<file path="config.mk">
export PLATFORM = sky130hd
export DESIGN_NAME = imc_power_ctrl
export DESIGN_NICKNAME = d
export VERILOG_FILES = /design/src/core/imc_pkg.sv /design/src/core/imc_power_ctrl.sv /design/src/core/imc_sensor_seq.sv
export SDC_FILE = /design/constraint.sdc
export NUM_CORES = 1
export LEC_CHECK = 0
export BUFFER_PORTS_ARGS = -buffer_cell sky130_fd_sc_hd__buf_2
export CORE_ASPECT_RATIO = 0.7
export CORE_UTILIZATION = 60
export DETAILED_ROUTE_END_ITERATION = 16
export GPL_ROUTABILITY_DRIVEN = 0
export PLACE_DENSITY = 0.79
export SKIP_LAST_GASP = 1
export SYNTH_ARGS = -nofsm -noshare
export SYNTH_HDL_FRONTEND = slang
export SYNTH_SLANG_ARGS = --single-unit
</file>
<file path="constraint.sdc">
create_clock -name clock -period 5.5 [get_ports clock]
set_clock_uncertainty 0.1 [all_clocks]
set_input_delay 0.55 -clock clock [delete_from_list [all_inputs] [get_ports clock]]
set_output_delay 0.55 -clock clock [all_outputs]
set_load 0.01 [all_outputs]
</file>
<file path="src/core/imc_pkg.sv">
// constants, register map and mode types of the power-mode and reset controller
package imc_pkg;

  // ==========================================================
  // register map
  localparam logic [7:0] IMC_ADDR_CTRL_ONE = 8'h02;
  localparam logic [7:0] IMC_ADDR_CTRL_TWO = 8'h03;
  localparam logic [7:0] IMC_ADDR_SENSOR_EN = 8'h08;
  localparam logic [7:0] IMC_ADDR_RESET_RESULT = 8'h4D;
  localparam logic [7:0] IMC_ADDR_SOFT_RESET = 8'h60;

  // ==========================================================
  // values and reset values
  localparam logic [7:0] IMC_SOFT_RESET_KEY = 8'hB0;
  localparam logic [7:0] IMC_RESULT_OK = 8'h80;
  localparam logic [7:0] IMC_RESULT_NONE = 8'h00;
  localparam logic [7:0] IMC_CTRL_ONE_RST = 8'h00;
  localparam logic [7:0] IMC_CTRL_TWO_RST = 8'h00;
  localparam logic [7:0] IMC_SENSOR_EN_RST = 8'h00;

  // ==========================================================
  // field positions
  localparam int IMC_SHUTDOWN_BIT = 0;
  localparam int IMC_ACCEL_EN_BIT = 0;
  localparam int IMC_GYRO_EN_BIT = 1;
  localparam int IMC_GYRO_SNOOZE_BIT = 4;
  localparam int IMC_RATE_MSB = 3;
  localparam logic [1:0] IMC_RATE_LP_TOP = 2'h3;

  // ==========================================================
  // timing
  localparam int IMC_CLK_HZ = 250_000_000;
  localparam int IMC_LP_CLK_HZ = 250_000;
  localparam int IMC_LP_DIV = IMC_CLK_HZ / IMC_LP_CLK_HZ;
  localparam int IMC_BOOT_MS = 15;
  localparam int IMC_BOOT_CYC = (IMC_CLK_HZ / 1000) * IMC_BOOT_MS;
  localparam int IMC_ACCEL_WAKE_MS = 3;
  localparam int IMC_ACCEL_WAKE_CYC = (IMC_CLK_HZ / 1000) * IMC_ACCEL_WAKE_MS;
  localparam int IMC_GYRO_WAKE_MS = 150;
  localparam int IMC_GYRO_WAKE_CYC = (IMC_CLK_HZ / 1000) * IMC_GYRO_WAKE_MS;
  localparam int IMC_ODR_CYC = 250_000;

  // ==========================================================
  // operating modes
  typedef enum logic [3:0] {
    IMC_M_DEFAULT,
    IMC_M_LOWPOWER,
    IMC_M_POWERDOWN,
    IMC_M_ACC_NORMAL,
    IMC_M_ACC_LP,
    IMC_M_GYRO_SNOOZE,
    IMC_M_GYRO,
    IMC_M_IMU,
    IMC_M_ACC_SNOOZE
  } imc_mode_e;

endpackage

</file>
<file path="src/core/imc_power_ctrl.sv">
// operating-mode decoder and reset sequencer of the inertial sensor
// How it works
// RULE1: after any reset both sensors are off, rate field zero, clock running.
// RULE2: both sensors off with rate 11xx selects the 250 kHz clock.
// RULE3: shutdown stops functional blocks, keeps registers and holds output data.
// RULE4: accel only mode, low-power form when rate is 11xx.
// RULE5: gyro snooze keeps drive running, no data; resumes fast on clear.
// RULE6: both enabled with snooze give only accelerometer data.
// RULE7: both enabled, no snooze, normal rate give combined data.
// RULE8: power-up and soft reset always land in the default mode.
// RULE9: default mode reached within 15 ms of reset or power-down exit.
// RULE10: first data after enable raises the data-ready output and status bit.
// RULE11: host treats filtered data as settled after three rate periods.
// RULE12: sensor switch-off completes within one to two rate periods.
// RULE13: gyro wake to first data takes 150 ms.
// RULE14: accel wake to first data takes 3 ms.
// RULE15: writing 0xB0 to address 0x60 starts a soft reset.
// RULE16: a reset returns registers to defaults and disables processing.
// RULE17: the reset process ends within 15 ms.
// RULE18: a good reset leaves 0x80 in register 0x4D until later overwritten.
// RULE19: host reads the reset result before enabling sensors.
// RULE20: shutdown bit overrides the sensor enable bits.
`timescale 1ns/1ps
module imc_power_ctrl
  import imc_pkg::*;
#(
  parameter int BOOT_CYCLES = IMC_BOOT_CYC,
  parameter int ACCEL_WAKE_CYCLES = IMC_ACCEL_WAKE_CYC,
  parameter int GYRO_WAKE_CYCLES = IMC_GYRO_WAKE_CYC,
  parameter int ODR_CYCLES = IMC_ODR_CYC,
  parameter int LP_DIV = IMC_LP_DIV
)
(
  // clock and reset
  input wire logic clock,
  input wire logic rstn,
  // register port from the host interface
  input wire logic regWrEn,
  input wire logic regRdEn,
  input wire logic [7:0] regAddr,
  input wire logic [7:0] regWrData,
  output logic [7:0] regRdData,
  output logic regRdValid,
  // power and clock control
  output logic resetBusy,
  output logic [3:0] modeCode,
  output logic lowPowerClkSel,
  output logic lowPowerTick,
  output logic functionOn,
  output logic dataHold,
  // sensor control
  output logic accelPower,
  output logic accelData,
  output logic gyroDrive,
  output logic gyroData,
  // data ready
  output logic newSampleFlag,
  output logic dataReadyStatus
);

  localparam int BW = $clog2(BOOT_CYCLES + 1);
  localparam int OW = $clog2(ODR_CYCLES + 1);
  localparam int LW = $clog2(LP_DIV + 1);
  generate
    if (BOOT_CYCLES < 1 || ODR_CYCLES < 2 || LP_DIV < 2)
    begin : gBad
      $error("imc_power_ctrl: count parameters out of range");
    end
  endgenerate
  logic [7:0] controlRegOne_r, controlRegTwo_r, sensorEnableReg_r, resetResult_r;
  logic busy_r, fullReset_r;
  logic [BW-1:0] bootCnt_r;
  logic [OW-1:0] odrCnt_r;
  logic [LW-1:0] lpCnt_r;
  logic odrTick, softReset, shutdownFall;
  logic sensorShutdown, accelEnableBit, gyroEnableBit, gyroSnoozeBit, rateIsLp;
  logic accelReq, gyroReq, accelRun, gyroRun, accelPowered, gyroPowered, accelFirst, gyroFirst;
  imc_mode_e mode_nxt;
  assign sensorShutdown = controlRegOne_r[IMC_SHUTDOWN_BIT];
  assign accelEnableBit = sensorEnableReg_r[IMC_ACCEL_EN_BIT];
  assign gyroEnableBit = sensorEnableReg_r[IMC_GYRO_EN_BIT];
  assign gyroSnoozeBit = sensorEnableReg_r[IMC_GYRO_SNOOZE_BIT];
  assign rateIsLp = (controlRegTwo_r[IMC_RATE_MSB -: 2] == IMC_RATE_LP_TOP);
  assign softReset = regWrEn && !busy_r && regAddr == IMC_ADDR_SOFT_RESET
    && regWrData == IMC_SOFT_RESET_KEY; // RULE15
  assign shutdownFall = regWrEn && !busy_r && regAddr == IMC_ADDR_CTRL_ONE
    && sensorShutdown && !regWrData[IMC_SHUTDOWN_BIT];

  // ==========================================================
  // reset and boot sequencer
  always_ff @(posedge clock or negedge rstn)
  begin
    if (!rstn)
    begin
      busy_r <= 1'b1; // RULE8
      fullReset_r <= 1'b1;
      bootCnt_r <= '0;
    end
    else if (softReset || shutdownFall)
    begin
      busy_r <= 1'b1; // RULE8 RULE9
      fullReset_r <= softReset;
      bootCnt_r <= '0;
    end
    else if (busy_r)
    begin
      if (bootCnt_r == BW'(BOOT_CYCLES - 1))
        busy_r <= 1'b0; // RULE9 RULE17
      else
        bootCnt_r <= bootCnt_r + 1'b1;
    end
  end

  // ==========================================================
  // control registers
  always_ff @(posedge clock or negedge rstn)
  begin
    if (!rstn)
    begin
      controlRegOne_r <= IMC_CTRL_ONE_RST;
      controlRegTwo_r <= IMC_CTRL_TWO_RST;
      sensorEnableReg_r <= IMC_SENSOR_EN_RST;
    end
    else if (busy_r && fullReset_r)
    begin
      controlRegOne_r <= IMC_CTRL_ONE_RST; // RULE1 RULE16
      controlRegTwo_r <= IMC_CTRL_TWO_RST; // RULE1 RULE16
      sensorEnableReg_r <= IMC_SENSOR_EN_RST; // RULE1 RULE16
    end
    else if (regWrEn && !busy_r)
    begin
      // configuration survives shutdown; only writes change it
      if (regAddr == IMC_ADDR_CTRL_ONE)
        controlRegOne_r <= regWrData; // RULE3
      if (regAddr == IMC_ADDR_CTRL_TWO)
        controlRegTwo_r <= regWrData;
      if (regAddr == IMC_ADDR_SENSOR_EN)
        sensorEnableReg_r <= regWrData;
    end
  end

  // ==========================================================
  // reset result register
  always_ff @(posedge clock or negedge rstn)
  begin
    if (!rstn)
      resetResult_r <= IMC_RESULT_NONE;
    else if (busy_r && fullReset_r)
    begin
      if (bootCnt_r == BW'(BOOT_CYCLES - 1))
        resetResult_r <= IMC_RESULT_OK; // RULE18
      else
        resetResult_r <= IMC_RESULT_NONE;
    end
    else if (regWrEn && !busy_r && regAddr == IMC_ADDR_SENSOR_EN
      && (regWrData[IMC_ACCEL_EN_BIT] || regWrData[IMC_GYRO_EN_BIT]))
      resetResult_r <= IMC_RESULT_NONE; // RULE18
  end

  // ==========================================================
  // register read
  always_ff @(posedge clock or negedge rstn)
  begin
    if (!rstn)
    begin
      regRdData <= 8'h00;
      regRdValid <= 1'b0;
    end
    else
    begin
      regRdValid <= regRdEn;
      if (regRdEn)
      begin
        unique case (regAddr)
          IMC_ADDR_CTRL_ONE: regRdData <= controlRegOne_r;
          IMC_ADDR_CTRL_TWO: regRdData <= controlRegTwo_r;
          IMC_ADDR_SENSOR_EN: regRdData <= sensorEnableReg_r;
          IMC_ADDR_RESET_RESULT: regRdData <= resetResult_r;
          default: regRdData <= 8'h00;
        endcase
      end
    end
  end

  // ==========================================================
  // rate and low-power clock dividers
  always_ff @(posedge clock or negedge rstn)
  begin
    if (!rstn)
      odrCnt_r <= '0;
    else if (busy_r || odrCnt_r == OW'(ODR_CYCLES - 1))
      odrCnt_r <= '0;
    else
      odrCnt_r <= odrCnt_r + 1'b1;
  end
  // keeps ticking in shutdown so that stopping sensors still finish
  assign odrTick = !busy_r && odrCnt_r == OW'(ODR_CYCLES - 1); // RULE12
  always_ff @(posedge clock or negedge rstn)
  begin
    if (!rstn)
    begin
      lpCnt_r <= '0;
      lowPowerTick <= 1'b0;
    end
    else
    begin
      lowPowerTick <= lowPowerClkSel && lpCnt_r == LW'(LP_DIV - 1);
      if (!lowPowerClkSel || lpCnt_r == LW'(LP_DIV - 1))
        lpCnt_r <= '0;
      else
        lpCnt_r <= lpCnt_r + 1'b1;
    end
  end

  // ==========================================================
  // sensor sequencers
  assign accelReq = !busy_r && !sensorShutdown && accelEnableBit; // RULE20
  assign gyroReq = !busy_r && !sensorShutdown && gyroEnableBit; // RULE20

  imc_sensor_seq #(.WAKE_CYCLES(ACCEL_WAKE_CYCLES)) uAccel (
    .clock(clock),
    .rstn(rstn),
    .clear(busy_r),
    .enable(accelReq),
    .odrTick(odrTick),
    .running(accelRun),
    .powered(accelPowered),
    .firstData(accelFirst)
  );
  imc_sensor_seq #(.WAKE_CYCLES(GYRO_WAKE_CYCLES)) uGyro (
    .clock(clock),
    .rstn(rstn),
    .clear(busy_r),
    .enable(gyroReq),
    .odrTick(odrTick),
    .running(gyroRun),
    .powered(gyroPowered),
    .firstData(gyroFirst)
  );
  // ==========================================================
  // mode decode
  always_comb
  begin
    mode_nxt = IMC_M_DEFAULT;
    if (busy_r)
      mode_nxt = IMC_M_DEFAULT; // RULE8
    else if (sensorShutdown)
      mode_nxt = IMC_M_POWERDOWN; // RULE20 RULE3
    else if (accelEnableBit && gyroEnableBit)
      mode_nxt = gyroSnoozeBit ? IMC_M_ACC_SNOOZE : IMC_M_IMU; // RULE6 RULE7
    else if (gyroEnableBit)
      mode_nxt = gyroSnoozeBit ? IMC_M_GYRO_SNOOZE : IMC_M_GYRO; // RULE5
    else if (accelEnableBit)
      mode_nxt = rateIsLp ? IMC_M_ACC_LP : IMC_M_ACC_NORMAL; // RULE4
    else if (rateIsLp)
      mode_nxt = IMC_M_LOWPOWER; // RULE2
  end

  // ==========================================================
  // registered outputs
  always_ff @(posedge clock or negedge rstn)
  begin
    if (!rstn)
    begin
      modeCode <= 4'h0;
      lowPowerClkSel <= 1'b0;
      functionOn <= 1'b1;
      dataHold <= 1'b0;
      resetBusy <= 1'b1;
      accelPower <= 1'b0;
      accelData <= 1'b0;
      gyroDrive <= 1'b0;
      gyroData <= 1'b0;
    end
    else
    begin
      modeCode <= 4'(mode_nxt);
      resetBusy <= busy_r;
      lowPowerClkSel <= (mode_nxt == IMC_M_LOWPOWER); // RULE2
      functionOn <= (mode_nxt != IMC_M_POWERDOWN); // RULE1 RULE3
      dataHold <= (mode_nxt == IMC_M_POWERDOWN); // RULE3
      accelPower <= accelPowered;
      accelData <= accelRun; // RULE4 RULE6
      gyroDrive <= gyroPowered; // RULE5
      gyroData <= gyroRun && !gyroSnoozeBit; // RULE5 RULE6 RULE7
    end
  end

  // ==========================================================
  // data ready pulse and status
  always_ff @(posedge clock or negedge rstn)
  begin
    if (!rstn)
    begin
      newSampleFlag <= 1'b0;
      dataReadyStatus <= 1'b0;
    end
    else
    begin
      newSampleFlag <= accelFirst || gyroFirst || (odrTick && (accelRun || (gyroRun && !gyroSnoozeBit))); // RULE10
      if (busy_r)
        dataReadyStatus <= 1'b0;
      else if (accelFirst || gyroFirst)
        dataReadyStatus <= 1'b1; // RULE10
    end
  end

  // ==========================================================
  // checks
  AST_SOFT_RESET: assert property (@(posedge clock) disable iff (!rstn) // RULE15
    softReset |=> ##1 resetBusy && modeCode == 4'(IMC_M_DEFAULT))
    else $error("soft reset did not start the reset process");
  AST_DEFAULTS: assert property (@(posedge clock) disable iff (!rstn) // RULE1
    busy_r && fullReset_r && $past(busy_r) |-> sensorEnableReg_r == 8'h00 && controlRegTwo_r == 8'h00)
    else $error("registers not at defaults during reset");
  AST_BOOT_BOUND: assert property (@(posedge clock) disable iff (!rstn) // RULE17
    busy_r |-> bootCnt_r <= BW'(BOOT_CYCLES - 1)) else $error("boot counter passed its limit");
  AST_BOOT_END: assert property (@(posedge clock) disable iff (!rstn) // RULE9
    busy_r && bootCnt_r == BW'(BOOT_CYCLES - 1) && !softReset && !shutdownFall |=> !busy_r)
    else $error("reset did not end at the boot limit");
  AST_RESULT: assert property (@(posedge clock) disable iff (!rstn) // RULE18
    $fell(busy_r) && $past(fullReset_r) |-> resetResult_r == IMC_RESULT_OK)
    else $error("reset result not 0x80 after reset");
  AST_PRIORITY: assert property (@(posedge clock) disable iff (!rstn) // RULE20
    !busy_r && sensorShutdown |-> !accelReq && !gyroReq && mode_nxt == IMC_M_POWERDOWN)
    else $error("shutdown did not override enables");
  AST_POWERDOWN: assert property (@(posedge clock) disable iff (!rstn) // RULE3
    mode_nxt == IMC_M_POWERDOWN |=> !functionOn && dataHold) else $error("power-down did not stop functions");
  AST_LOWPOWER: assert property (@(posedge clock) disable iff (!rstn) // RULE2
    !busy_r && !sensorShutdown && !accelEnableBit && !gyroEnableBit && rateIsLp |=> lowPowerClkSel)
    else $error("low-power clock not selected");
  AST_SNOOZE: assert property (@(posedge clock) disable iff (!rstn) // RULE5
    gyroSnoozeBit && !busy_r |=> !gyroData) else $error("gyro data produced while snoozed");
  AST_FIRST_DATA: assert property (@(posedge clock) disable iff (!rstn) // RULE10
    accelFirst || gyroFirst |=> newSampleFlag ##1 dataReadyStatus || busy_r) else $error("first data not flagged");

endmodule

</file>
<file path="src/core/imc_sensor_seq.sv">
// per-sensor wake and shut-off sequencer
`timescale 1ns/1ps
module imc_sensor_seq
  import imc_pkg::*;
#(
  parameter int WAKE_CYCLES = 750_000
)
(
  // clock and reset
  input wire logic clock,
  input wire logic rstn,
  // control
  input wire logic clear,
  input wire logic enable,
  input wire logic odrTick,
  // status
  output logic running,
  output logic powered,
  output logic firstData
);

  localparam int CW = $clog2(WAKE_CYCLES + 1);

  generate
    if (WAKE_CYCLES < 1)
    begin : gBad
      $error("imc_sensor_seq: WAKE_CYCLES must be at least 1");
    end
  endgenerate

  typedef enum logic [1:0] {S_OFF, S_WAKE, S_RUN, S_STOP} imc_seq_e;

  imc_seq_e state_r;
  logic [CW-1:0] wakeCnt_r;
  logic stopTick_r;

  // ==========================================================
  // sequence
  always_ff @(posedge clock or negedge rstn)
  begin
    if (!rstn)
    begin
      state_r <= S_OFF;
      wakeCnt_r <= '0;
      stopTick_r <= 1'b0;
      firstData <= 1'b0;
    end
    else if (clear)
    begin
      state_r <= S_OFF;
      wakeCnt_r <= '0;
      stopTick_r <= 1'b0;
      firstData <= 1'b0;
    end
    else
    begin
      firstData <= 1'b0;
      unique case (state_r)
        S_OFF:
        begin
          wakeCnt_r <= '0;
          if (enable)
            state_r <= S_WAKE;
        end
        S_WAKE:
        begin
          if (!enable)
            state_r <= S_OFF;
          else if (wakeCnt_r == CW'(WAKE_CYCLES - 1))
          begin
            state_r <= S_RUN; // RULE13 RULE14
            firstData <= 1'b1; // RULE10
          end
          else
            wakeCnt_r <= wakeCnt_r + 1'b1;
        end
        S_RUN:
        begin
          stopTick_r <= 1'b0;
          if (!enable)
            state_r <= S_STOP;
        end
        S_STOP:
        begin
          // off at the second rate tick: between one and two periods
          if (enable)
            state_r <= S_RUN;
          else if (odrTick && stopTick_r)
            state_r <= S_OFF; // RULE12
          else if (odrTick)
            stopTick_r <= 1'b1; // RULE12
        end
      endcase
    end
  end

  assign running = (state_r == S_RUN);
  assign powered = (state_r != S_OFF);

endmodule

</file>
==> metrics.cfg <==
[run_status]
status = complete, no violations

[cts]
cts_setup_buffers = 0
cts_resized = 0
cts.sinks = 155
clockBufferDepth = 2
cts_tree = yes
clk_latency_ns = 0.42
cts_made_buffers = 17
clk_pin_slew_worst_paths_ns = 0.06
postCtsHoldBufs = 0
root_buffer = clkbuf_16
htree_num_levels = 4

[timing]
slew_viol_final = 0
fmax_ghz = 0.329
worst_pin_slew_ns = 1.14
setup_tns_ns = 0
slew_headroom_pct = 23.2
report.final.hold_viol_count = 0
rsz0062_at_grt = no
setup_viol = 0
fin_ws_ns = 2.46
finalCriticalPeriod_ns = 3.04
min_period_over_period_pct = 55.3

[logic_synthesis]
synth_seq_area_share_pct = 50.4
synth_edf_count = 0
synth.area.top_cells = dfrtp_1 (49%), xor2_1 (4.9%), nor2_1 (4.8%)
synth_cells = 774
ys_types = 76
synthArstFlopShare_pct = 100
yosysWarnings = 0
synth_seq_cells = 155
synth_area_leader_cell = dfrtp_1
syn_area_per_cell_sq_um = 9.96
syn_area_sq_mm = 0.00771
synthFlopType = dfrtp_1
synth_fp_nets = 801
yosysTopAreaCellShare_pct = 49.0
synth_common_cells = dfrtp_1 (151), nor2_1 (98), nand2_1 (60)
yosysMostFrequentCell = dfrtp_1

[global_route]
grt_max_degree = 99
track_usage_pct = 26.0
grt_pass1_wl_microns = 27200
antenna_found_initial = 0
gr-total-overflow = 0
grt_pass1_vias = 5641

[route]
wirelength_microns = 16200
wl_met3_microns = 780
remaining_drc_errors = 0
num_vias = 5996
routedWlPerCell_microns = 16.5
wl_met1_microns = 7710
drt_iter0_drc = 463
dr.max_layer_used = met4
dr.pass1.iters = 6
ant_nets = 0
wl_met2_microns = 7540
vias_per_cell = 6.10

[setup_path]
crit_buf_inv = 0
worstPathCellList = o21bai_2 > o2111ai_1 > or4_1 > a21oi_1
cpPeakStageDelay_ns = 0.87
r2r_cells = 4
end_kind = flop
cp_max_fo = 29
arrival_ns = 3.28
timing.rr.start = busy_r
rr_endpoint = uGyro.wakeCnt_r[25]
crit_required_ns = 5.74
r2r_setup_slack_ns = 2.46
setup.worst_path.class = reg -> reg
path_depth = 4
cp-start-kind = flop
crit_family = compound AO/OA/AOI/OAI gates
slowest_stage = dfstp_2

[finish]
fin_nets = 835
area_growth_pct = 11.9
post_route_cells_drive_above_1_share_pct = 13.2
diodes = 0
num-fill-cells = 941

[placement]
dp_slack_ns = 2.35
io_buffers = 43
post-dp-hpwl_microns = 10800

[floorplan]
fp.dieH_microns = 96.8
die-area_sq_mm = 0.0133
start_util_pct = 61.9
core_area_sq_mm = 0.0125
num_io_pins = 44
rows = 34
fp.dieW_microns = 137

[pwr]
p_comb_share_pct = 1.7
seqPwrFrac_pct = 46.8
powerDensity_mw_per_mm2 = 283
internal_power_w = 0.00192
p_sw_w = 0.000513
peakVddDrop_mv = 0.297
pwr-share-clk_pct = 51.5
leakage_nw = 3.62
p_sw_share_pct = 21.1

[run]
drv_cap = 0

[min_path]
hold_class = in -> async

==> state kept, by name, indices dropped and copies added (netlist names), 4 cells and up <==
register	count
sensorEnableReg_r	8
controlRegTwo_r	8
odrCnt_r	18
bootCnt_r	22
modeCode	4
controlRegOne_r	8
uGyro.wakeCnt_r	26
uAccel.wakeCnt_r	20
lpCnt_r	10
regRdData	8
==> how the worst max path moves through the flow <==
stage	start	to	slack [ns]
final	busy_r	uGyro.wakeCnt_r[25]	2.46
after global routing	busy_r	uGyro.wakeCnt_r[25]	2.18
after CTS	busy_r	uGyro.wakeCnt_r[25]	2.48
after detailed placement	regAddr[7]	bootCnt_r[19]	2.35
after global placement	regAddr[7]	bootCnt_r[15]	2.49
after floorplan	regAddr[7]	bootCnt_r[17]	3.43
==> layout by cell type (no fill, tap or decap), types with 4 or more instances in the layout <==
cell type / instances
inv_1: 21
and3_1: 15
nor3b_1: 4
o211ai_1: 14
or4_1: 7
dfstp_2: 4
nand3_1: 55
a222oi_1: 7
o21ai_1: 11
xnor2_1: 21
nor3_1: 15
and2_1: 9
or3_1: 19
dfrtp_1: 151
buf_2: 42
o22ai_1: 7
a21oi_1: 37
nand4_1: 22
mux2i_1: 8
clkinv_4: 4
bufinv_16: 4
and4_1: 13
nor2_1: 98
xor2_1: 43
nand2_1: 60
nor4_1: 8
nor2b_1: 5
clkbuf_16: 17
o21ai_0: 18
o31ai_1: 4
ha_1: 7
==> metal layers <==
layer	GRT usage (%)	up-vias
li1	-	2858
met1	37.6	2954
met2	39.5	164
met3	5.35	20
met4	7.95	0
met5	0	-
==> cells by family after synthesis <==
| family | Yosys count | share of synthesized area (%) |
|---|---|---|
| and+or+nand+nor | 361 | 25.8 |
| AOI/OAI and AO/OA | 126 | 11.1 |
| buffers and inverters | 51 | 3.05 |
| DFF | 155 | 50.4 |
| xor gates and xnor gates | 64 | 7.27 |
| adders and majority gates | 7 | 1.14 |
| muxes | 10 | 1.33 |
==> per-stage QoR <==
step | std cells | area (sq um) | hold WS (ns) | utilization, % | power [W]
final | 983 | 8630 | 0.133 | 69.2 | 0.00244
after CTS | 983 | 8630 | 0.172 | 69.2 | 0.00245
after global routing | 983 | 8630 | 0.203 | 69.2 | 0.00251
after floorplan | 774 | 7710 | 0.154 | - | 0.00117
after detailed placement | 951 | 7990 | 0.383 | 64.1 | 0.00121
after global placement | 951 | 7990 | 0.348 | 64.1 | 0.00120
==> worst register-to-register path: cells and delay by family, from the launching register on <==
family | cells | cell delay (ns)
AND/OR/NAND/NOR | 1 | 0.66
flip-flops | 1 | 0.87
AO/OA/AOI/OAI | 3 | 1.35
==> cell type report <==
cell class	instances	area (sq um)	area share, %
sequential	155	3880	45.0
multi-input combinational	568	3590	41.6
clock buffer	19	443	5.13
timing repair buffer	45	236	2.74
tap	162	203	2.35
clock inverter	13	191	2.22
inverter	21	78.8	0.914
==> power groups by stage <==
stage | combinational, W | clock, W | sequential, W
after floorplan | 0.00000604 | 0 | 0.00116
after global placement | 0.0000417 | 0 | 0.00116
after detailed placement | 0.0000431 | 0 | 0.00116
after CTS | 0.0000434 | 0.00127 | 0.00114
after global routing | 0.0000478 | 0.00132 | 0.00114
final | 0.0000416 | 0.00126 | 0.00114
(Power assumes the default switching activity.)
